--- src/fieldbus_object_mapper_defs.svh ---
/*
  Constants of the fieldbus object mapper: object index offset, register
  numbers, codes, status bit positions, abort codes and frame sizes.
  Assumes it is included by bare name from the design files.
*/
// Functional notes
// - Slots 1-4 carry status, voltage, current and power; slots 5-8 are zero.
// - Status in four bytes, actuals in two each, MSB first, in slot order.
// - Status bit 6 means master, bit 7 output on, bit 10 constant current.
// - Status bit 12 flags sink mode, so current and power may be inverted.
// - Current and power are unsigned; only the sink bit carries the sign.
// - Percent codes are linear: 0x0000 is zero, 0xCCCC full nominal value.
// - All 52429 set codes are taken but resolve to 26215 output steps.
// - An object index minus 0x2001 gives the internal register number.
// - Register 121 reads nominal voltage as a 32-bit single-precision float.
// - 0xFF00 to register 402 requests remote control, 0x0000 releases it.
// - Set-value writes are accepted only while remote control is granted.
// - Reads are answered at any time, remote control or not.
// - A write out of range under remote control is refused with the range-exceeded abort code.
// - A write the present state forbids gets the state abort code.
`ifndef FIELDBUS_OBJECT_MAPPER_DEFS_SVH
`define FIELDBUS_OBJECT_MAPPER_DEFS_SVH

// ==========================================================
// Object addressing
`define OBJ_INDEX_OFFSET      16'h2001
`define REG_NOMINAL_VOLTAGE   16'h0079
`define REG_REMOTE_REQUEST    16'h0192
`define REG_SET_VOLTAGE       16'h01F4
`define REG_SET_CURRENT       16'h01F5
`define REG_SET_POWER         16'h01F6
`define REG_STATUS_WORD       16'h01F9
`define REG_MEAS_VOLTAGE      16'h01FB
`define REG_MEAS_CURRENT      16'h01FC
`define REG_MEAS_POWER        16'h01FD

// ==========================================================
// Codes and status bits
`define REMOTE_ON_CODE        16'hFF00
`define REMOTE_OFF_CODE       16'h0000
`define PERCENT_ZERO          16'h0000
`define PERCENT_FULL          16'hCCCC
`define STAT_BIT_MASTER       6
`define STAT_BIT_OUTPUT_ON    7
`define STAT_BIT_CC           10
`define STAT_BIT_SINK         12
`define NOMINAL_VOLTAGE_INIT  32'h4348_0000

// ==========================================================
// Abort codes
`define ABORT_NONE            32'h0000_0000
`define ABORT_NO_OBJECT       32'h0602_0000
`define ABORT_READ_ONLY       32'h0601_0002
`define ABORT_RANGE           32'h0609_0030
`define ABORT_STATE           32'h0800_0022

// ==========================================================
// Cyclic frame
`define CYC_IMAGE_BITS        80
`define CYC_FRAME_LAST        5'd17
`define CYC_USED_BYTES        5'd10

`endif

--- src/fieldbus_object_mapper_pkg.sv ---
/*
  Types shared by the object mapper and its cyclic slot packer.
  Assumes nothing of its surroundings.
*/
package fieldbus_object_mapper_pkg;
  // ==========================================================
  // Packer sequencer states, one-hot
  typedef enum logic [1:0] {
    pk_idle = 2'b01,
    pk_send = 2'b10
  } pack_state_t;
endpackage

--- src/cyclic_slot_packer.sv ---
/*
  Serialises one captured cyclic image into the eight-slot byte frame.
  Assumes a one-cycle load pulse from logic on the same clock.
*/
`timescale 1ns/1ns
`default_nettype none
`include "fieldbus_object_mapper_defs.svh"

module cyclic_slot_packer (
  input  wire logic                        core_clk,
  input  wire logic                        rst,
  input  wire logic                        load,
  input  wire logic [`CYC_IMAGE_BITS-1:0]  image_in,
  output logic                             cyc_valid,
  output logic [7:0]                       cyc_data,
  output logic                             cyc_last
);
  import fieldbus_object_mapper_pkg::*;

  pack_state_t                 state;
  pack_state_t                 next_state;
  logic [`CYC_IMAGE_BITS-1:0]  image;
  logic [`CYC_IMAGE_BITS-1:0]  next_image;
  logic [4:0]                  count;
  logic [4:0]                  next_count;
  logic                        next_valid;
  logic [7:0]                  next_data;
  logic                        next_last;

  // ==========================================================
  // Sequencer: a load while a frame runs is ignored
  always_comb begin
    next_state = state;
    next_image = image;
    next_count = count;
    next_valid = 1'b0;
    next_data  = 8'h00;
    next_last  = 1'b0;
    case (state)
      pk_idle: begin
        if (load) begin
          next_image = image_in;
          next_count = 5'd0;
          next_state = pk_send;
        end
      end
      pk_send: begin
        next_valid = 1'b1;
        // Top byte first; zeros shift in, so slots 5-8 come out empty
        next_data  = image[`CYC_IMAGE_BITS-1 -: 8];
        next_image = {image[`CYC_IMAGE_BITS-9:0], 8'h00};
        next_last  = (count == `CYC_FRAME_LAST);
        next_count = count + 5'd1;
        if (count == `CYC_FRAME_LAST) begin
          next_state = pk_idle;
        end
      end
      default: next_state = pk_idle;
    endcase
  end

  // ==========================================================
  // State and output registers
  always_ff @(posedge core_clk) begin
    if (rst) begin
      state     <= pk_idle;
      image     <= '0;
      count     <= 5'd0;
      cyc_valid <= 1'b0;
      cyc_data  <= 8'h00;
      cyc_last  <= 1'b0;
    end else begin
      state     <= next_state;
      image     <= next_image;
      count     <= next_count;
      cyc_valid <= next_valid;
      cyc_data  <= next_data;
      cyc_last  <= next_last;
    end
  end

endmodule
`default_nettype wire

--- src/fieldbus_object_mapper.sv ---
/*
  Fieldbus object layer: maps object indexes to registers, gates set
  values behind remote control and builds the cyclic slot image.
  Assumes requests and live values come from logic on core_clk.
*/
`timescale 1ns/1ns
`default_nettype none
`include "fieldbus_object_mapper_defs.svh"

module fieldbus_object_mapper #(
  parameter logic [31:0] nominal_voltage_float = `NOMINAL_VOLTAGE_INIT
) (
  input  wire logic         core_clk,
  input  wire logic         rst,
  input  wire logic         req_valid,
  input  wire logic         req_write,
  input  wire logic [15:0]  req_index,
  input  wire logic [31:0]  req_data,
  input  wire logic         remote_permit,
  input  wire logic         is_master,
  input  wire logic         output_on,
  input  wire logic         constant_current_regulation,
  input  wire logic         sink_mode,
  input  wire logic [31:0]  status_other,
  input  wire logic [15:0]  meas_voltage,
  input  wire logic [16:0]  meas_current,
  input  wire logic [16:0]  meas_power,
  input  wire logic         cyc_req,
  output logic              resp_valid,
  output logic              resp_ok,
  output logic [31:0]       resp_data,
  output logic [31:0]       resp_abort,
  output logic              remote_active,
  output logic [14:0]       set_voltage_eff,
  output logic [14:0]       set_current_eff,
  output logic [14:0]       set_power_eff,
  output logic              cyc_valid,
  output logic [7:0]        cyc_data,
  output logic              cyc_last
);
  import fieldbus_object_mapper_pkg::*;

  logic [15:0]  reg_num;
  logic [31:0]  status_word;
  logic [15:0]  current_mag;
  logic [15:0]  power_mag;
  logic [15:0]  set_voltage;
  logic [15:0]  set_current;
  logic [15:0]  set_power;
  logic [15:0]  next_set_voltage;
  logic [15:0]  next_set_current;
  logic [15:0]  next_set_power;
  logic         next_remote;
  logic         next_resp_valid;
  logic [31:0]  next_resp_data;
  logic [31:0]  next_resp_abort;
  logic [4:0]   cyc_idx;

  // ==========================================================
  // Two's complement reading to clamped unsigned magnitude
  function automatic logic [15:0] magnitude(input logic [16:0] v);
    logic [16:0] a;
    a = v[16] ? (~v + 17'h00001) : v;
    magnitude = a[16] ? 16'hFFFF : a[15:0];
  endfunction

  // State gate first, then range, so a locked unit never checks data
  function automatic logic [31:0] set_fault(input logic        rem,
                                            input logic [31:0] d);
    if (!rem) begin
      set_fault = `ABORT_STATE;
    end else if (d > {16'h0000, `PERCENT_FULL}) begin
      set_fault = `ABORT_RANGE;
    end else begin
      set_fault = `ABORT_NONE;
    end
  endfunction

  // ==========================================================
  // Live status word and unsigned actual values
  always_comb begin
    status_word = status_other;
    status_word[`STAT_BIT_MASTER]    = is_master;
    status_word[`STAT_BIT_OUTPUT_ON] = output_on;
    status_word[`STAT_BIT_CC]        = constant_current_regulation;
    status_word[`STAT_BIT_SINK]      = sink_mode;
    current_mag = magnitude(meas_current);
    power_mag   = magnitude(meas_power);
  end

  // ==========================================================
  // Object access: one request per cycle, answered the next cycle
  always_comb begin
    reg_num          = req_index - `OBJ_INDEX_OFFSET;
    next_set_voltage = set_voltage;
    next_set_current = set_current;
    next_set_power   = set_power;
    next_remote      = remote_active;
    next_resp_valid  = req_valid;
    next_resp_data   = 32'h0000_0000;
    next_resp_abort  = `ABORT_NONE;
    if (!req_valid) begin
      next_resp_valid = 1'b0;
    end else if (req_index < `OBJ_INDEX_OFFSET) begin
      next_resp_abort = `ABORT_NO_OBJECT;
    end else if (req_write) begin
      case (reg_num)
        `REG_REMOTE_REQUEST: begin
          if (req_data == {16'h0000, `REMOTE_ON_CODE}) begin
            // Grant may be denied by the unit's own control location
            if (remote_permit) begin
              next_remote = 1'b1;
            end else begin
              next_resp_abort = `ABORT_STATE;
            end
          end else if (req_data == {16'h0000, `REMOTE_OFF_CODE}) begin
            next_remote = 1'b0;
          end else begin
            next_resp_abort = `ABORT_RANGE;
          end
        end
        `REG_SET_VOLTAGE: begin
          next_resp_abort = set_fault(remote_active, req_data);
          if (next_resp_abort == `ABORT_NONE) begin
            next_set_voltage = req_data[15:0];
          end
        end
        `REG_SET_CURRENT: begin
          next_resp_abort = set_fault(remote_active, req_data);
          if (next_resp_abort == `ABORT_NONE) begin
            next_set_current = req_data[15:0];
          end
        end
        `REG_SET_POWER: begin
          next_resp_abort = set_fault(remote_active, req_data);
          if (next_resp_abort == `ABORT_NONE) begin
            next_set_power = req_data[15:0];
          end
        end
        `REG_NOMINAL_VOLTAGE, `REG_STATUS_WORD, `REG_MEAS_VOLTAGE,
        `REG_MEAS_CURRENT, `REG_MEAS_POWER: begin
          next_resp_abort = `ABORT_READ_ONLY;
        end
        default: next_resp_abort = `ABORT_NO_OBJECT;
      endcase
    end else begin
      // Reads are never gated by remote control
      case (reg_num)
        `REG_NOMINAL_VOLTAGE: next_resp_data = nominal_voltage_float;
        `REG_REMOTE_REQUEST:
          next_resp_data = remote_active ? {16'h0000, `REMOTE_ON_CODE}
                                         : {16'h0000, `REMOTE_OFF_CODE};
        `REG_SET_VOLTAGE:  next_resp_data = {16'h0000, set_voltage};
        `REG_SET_CURRENT:  next_resp_data = {16'h0000, set_current};
        `REG_SET_POWER:    next_resp_data = {16'h0000, set_power};
        `REG_STATUS_WORD:  next_resp_data = status_word;
        `REG_MEAS_VOLTAGE: next_resp_data = {16'h0000, meas_voltage};
        `REG_MEAS_CURRENT: next_resp_data = {16'h0000, current_mag};
        `REG_MEAS_POWER:   next_resp_data = {16'h0000, power_mag};
        default:           next_resp_abort = `ABORT_NO_OBJECT;
      endcase
    end
  end

  // ==========================================================
  // Registers; output stage drops the LSB, halving set resolution
  always_ff @(posedge core_clk) begin
    if (rst) begin
      remote_active   <= 1'b0;
      set_voltage     <= `PERCENT_ZERO;
      set_current     <= `PERCENT_ZERO;
      set_power       <= `PERCENT_ZERO;
      set_voltage_eff <= 15'h0000;
      set_current_eff <= 15'h0000;
      set_power_eff   <= 15'h0000;
      resp_valid      <= 1'b0;
      resp_ok         <= 1'b0;
      resp_data       <= 32'h0000_0000;
      resp_abort      <= `ABORT_NONE;
    end else begin
      remote_active   <= next_remote;
      set_voltage     <= next_set_voltage;
      set_current     <= next_set_current;
      set_power       <= next_set_power;
      set_voltage_eff <= next_set_voltage[15:1];
      set_current_eff <= next_set_current[15:1];
      set_power_eff   <= next_set_power[15:1];
      resp_valid      <= next_resp_valid;
      resp_ok         <= next_resp_valid && (next_resp_abort == `ABORT_NONE);
      resp_data       <= next_resp_data;
      resp_abort      <= next_resp_abort;
    end
  end

  // ==========================================================
  // Cyclic frame: image taken from live values at the request
  cyclic_slot_packer packer (
    .core_clk  (core_clk),
    .rst       (rst),
    .load      (cyc_req),
    .image_in  ({status_word, meas_voltage, current_mag, power_mag}),
    .cyc_valid (cyc_valid),
    .cyc_data  (cyc_data),
    .cyc_last  (cyc_last)
  );

  // ==========================================================
  // Byte position within a frame, for the checks only
  always_ff @(posedge core_clk) begin
    if (rst || cyc_last) begin
      cyc_idx <= 5'd0;
    end else if (cyc_valid) begin
      cyc_idx <= cyc_idx + 5'd1;
    end
  end
endmodule
`default_nettype wire

--- config.mk ---
export PLATFORM = sky130hd
export DESIGN_NAME = fieldbus_object_mapper
export DESIGN_NICKNAME = d
export VERILOG_FILES = /design/src/fieldbus_object_mapper_pkg.sv /design/src/cyclic_slot_packer.sv /design/src/fieldbus_object_mapper.sv
export VERILOG_INCLUDE_DIRS = /design/src /design/src/src
export SDC_FILE = /design/constraint.sdc
export NUM_CORES = 1
export LEC_CHECK = 0
export ABC_CLOCK_PERIOD_IN_PS = 7600
export BUFFER_PORTS_ARGS = -buffer_cell sky130_fd_sc_hd__buf_2
export CAP_MARGIN = 20
export CORE_MARGIN = 4
export CORE_UTILIZATION = 32
export CTS_CLUSTER_SIZE = 25
export DETAILED_ROUTE_END_ITERATION = 10
export GPL_TIMING_DRIVEN = 0
export PLACE_DENSITY = 0.56
export SETUP_SLACK_MARGIN = 0.02
export SLEW_MARGIN = 20
export SYNTH_ARGS = -nofsm -noshare
export SYNTH_HDL_FRONTEND = slang
export SYNTH_SLANG_ARGS = --single-unit
--- constraint.sdc ---
create_clock -name core_clk -period 7.6 [get_ports core_clk]
set_clock_uncertainty 0.05 [all_clocks]
set_input_delay 1.52 -clock core_clk [delete_from_list [all_inputs] [get_ports core_clk]]
set_output_delay 1.52 -clock core_clk [all_outputs]
set_load 0.01 [all_outputs]
==> qor.txt <==
initial core utilization: 0.326
GRT Util Overall: 0.214
Syn Area/Cell: 8.37 um2
Distinct cells, synth: 73
share of layout cells above drive strength 1: 0.257
RSZ-0062 raised after global routing: false
Hold/Removal Path Class: flop to flop
Seq/Total Area, Yosys: 0.399
Final HPWL DP: 28,000 um
I/O Buffers: 232
via count: 9,449
Slew Viols, Final: 0
Max clock buf depth: 2
drt total wl: 35,600 um
Worst Tran Pin Value: 1.07 ns
Final Cell Area: 11,700 um2
pre-CTS setup slack: 2.79 ns
Required @ worst endpoint: 7.83 ns
placed cell count: 1,759
I/O Pins: 262
GPL Wtd Cong: 0.893
first-pass GRT wire length: 52,600 um
Max FO, Critical Path: 10
Hold WS: 0.406 ns
Post-CTS Resized: 0
outcome: finished, final reports clean
Cell Count, Final, Fillers Out: 1,792
Warnings, synthesis: 0
layout net count: 1,538
vias in the first global route: 8,793
number of flops mapped to enable cells by yosys: 0
Final WS setup: 3.26 ns
largest net degree at the start of global routing: 18
Primary FF master, synth: dfxtp_1
Synth Instances: 1,121
maximum clock rate: 0.231 GHz
Area growth syn-to-layout: 24.5%
Root Buffer: clkbuf_16
Die W: 179 um
Filler Cell Count: 3,037
critical path class: input port to flop
Die Span Y: 179 um
fin crit period: 4.34 ns
First-pass DRT Iterations: 7
Final TNS setup: 0 ns
leakage: 0.00489 uW
Worst EP arrival: 4.57 ns
endpoints failing hold: 0
H-tree depth: 4
max-cap violation count: 0
Clock Latency Late Sink: 0.44 ns
Period Utilization, post-route: 0.571
1st-iter DRT viols: 790
asr flop ratio synth: 0
setup violators final: 0
number of vias per cell: 5.27
most frequent cells in the layout: 238 x buf_2, 187 x dfxtp_1, 168 x nand2_1
final global-route overflow total: 0
Antenna Nets Post-Route: 0
Slew headroom: 0.285
Post-CTS Repair Setup Buffers: 0
WL/cell: 19.8 um
CP Launch Type: input port
Power Density: 189 nW/um2
CTS clk-pin slew, worst paths: 0.08 ns
Netlist Area Pre-Place: 9380 um2
Core Box Area: 28,800 um2
DRC: 0
CTS tree: built
commonest non-fill, non-tap cell in the layout: buf_2
row cnt: 62
hold buffers post-CTS: 0
placed cell areas: 11,100 um2
initial antenna violation count: 2
Die Area: 32,100 um2
TritonCTS Sinks: 187
Num CTS Buffers: 17
crit path capture type: flop
Peak VDD IR: 0.167 mV
FF+latch count, synth: 187
## metal layers
metal | track usage | up-vias | wire (um)
met3 | 0.0491 | 51 | 2830
met1 | 0.296 | 4484 | 15800
met2 | 0.335 | 418 | 16100
met5 | 0 | - | 8
li1 | - | 4494 | -
met4 | 0.0609 | 2 | 806
## report_power, final
part	switching (uW)	internal, uW
clock	434	469
combinational	172	94.3
sequential	21.1	1020
total	627	1580
## worst max-delay path, cell delays in order
cell      delay [ns]
buf_2           0.12
or4_1           0.50
buf_2           0.18
and3b_1         0.18
clkbuf_1        0.21
o211a_1         0.28
o211ai_1        0.85
clkbuf_1        0.54
a31oi_1         0.18
## layout make-up
type | instances | area [um2] | area share
diodes | 1 | 2.50 | 0.000214
plain buffers | 150 | 863 | 0.0739
clock buffers | 19 | 443 | 0.0379
clock inverters | 13 | 128 | 0.0109
inverters | 15 | 56.3 | 0.00482
multi-input cells | 791 | 4800 | 0.411
flip-flops and latches | 187 | 3740 | 0.321
well taps | 384 | 480 | 0.0412
repair buffers | 232 | 1160 | 0.0995
## path summary, 6_finish.rpt
kind                                        from                 end  slack [ns]  cells after the start
worst max-delay path                req_index[2]       resp_data[14]        3.26                      9
worst min-delay path            packer.image[74]  packer.cyc_data[2]        0.41                      1
worst max register to register     remote_active       set_power[12]        5.28                      6
worst min register to register  packer.image[74]  packer.cyc_data[2]        0.41                      1
## stage by stage
stage               power, uW  utilization
floorplan                1200            -
global placement         1320        0.386
detailed placement       1320        0.386
CTS                      2200        0.406
global route             2280        0.406
finish                   2210        0.406
## Yosys cell counts, types with 4 or more instances
cell       number  area, um2
nor2b_1         6       37.5
o21ai_0        11       55.1
nor2_1        143        537
a211oi_1       14        105
a21oi_1        48        240
nor3_1         18       90.1
nand2_1       168        631
o31ai_1        11       82.6
xor2_1         20        175
a22oi_1        39        293
nand2b_1        8       50.1
a221oi_1        9       78.8
buf_4          72        541
a311oi_1       49        429
and3b_1         4       35.0
a21o_1          4       30.0
o21a_1          9       67.6
a2111oi_0       5       43.8
inv_1          15       56.3
nand4_1         6       37.5
ha_1            4       50.1
and3_1          4       25.0
clkbuf_1       64        240
o211ai_1        6       45.0
and2_1         21        131
nor4_1         13       81.3
buf_2           6       30.0
or4_1           8       60.1
dfxtp_1       187       3740
nand3_1         4       20.0
a222oi_1        9       90.1
or3_1           6       37.5
buf_1           5       18.8
a31oi_1        16        100
mux2i_1        50        500
o41ai_1         5       43.8
## cells by family after synthesis
family / synth area share
AND/OR/NAND/NOR: 0.219
buffers and inverters: 0.0981
AO/OA/AOI/OAI: 0.202
other: 0.000400
adder cells (fa/ha/maj): 0.00534
flip-flops: 0.399
multiplexers: 0.0546
XOR/XNOR: 0.0215
## registers in the layout, summed over array words and instances (netlist names), 2 cells and up
register / flops
resp_data: 32
packer.cyc_data: 8
packer.image: 80
set_current: 16
packer.state: 2
set_voltage: 16
resp_abort: 7
packer.count: 5
set_power: 16
No activity file was read; power rests on OpenSTA's default activity.
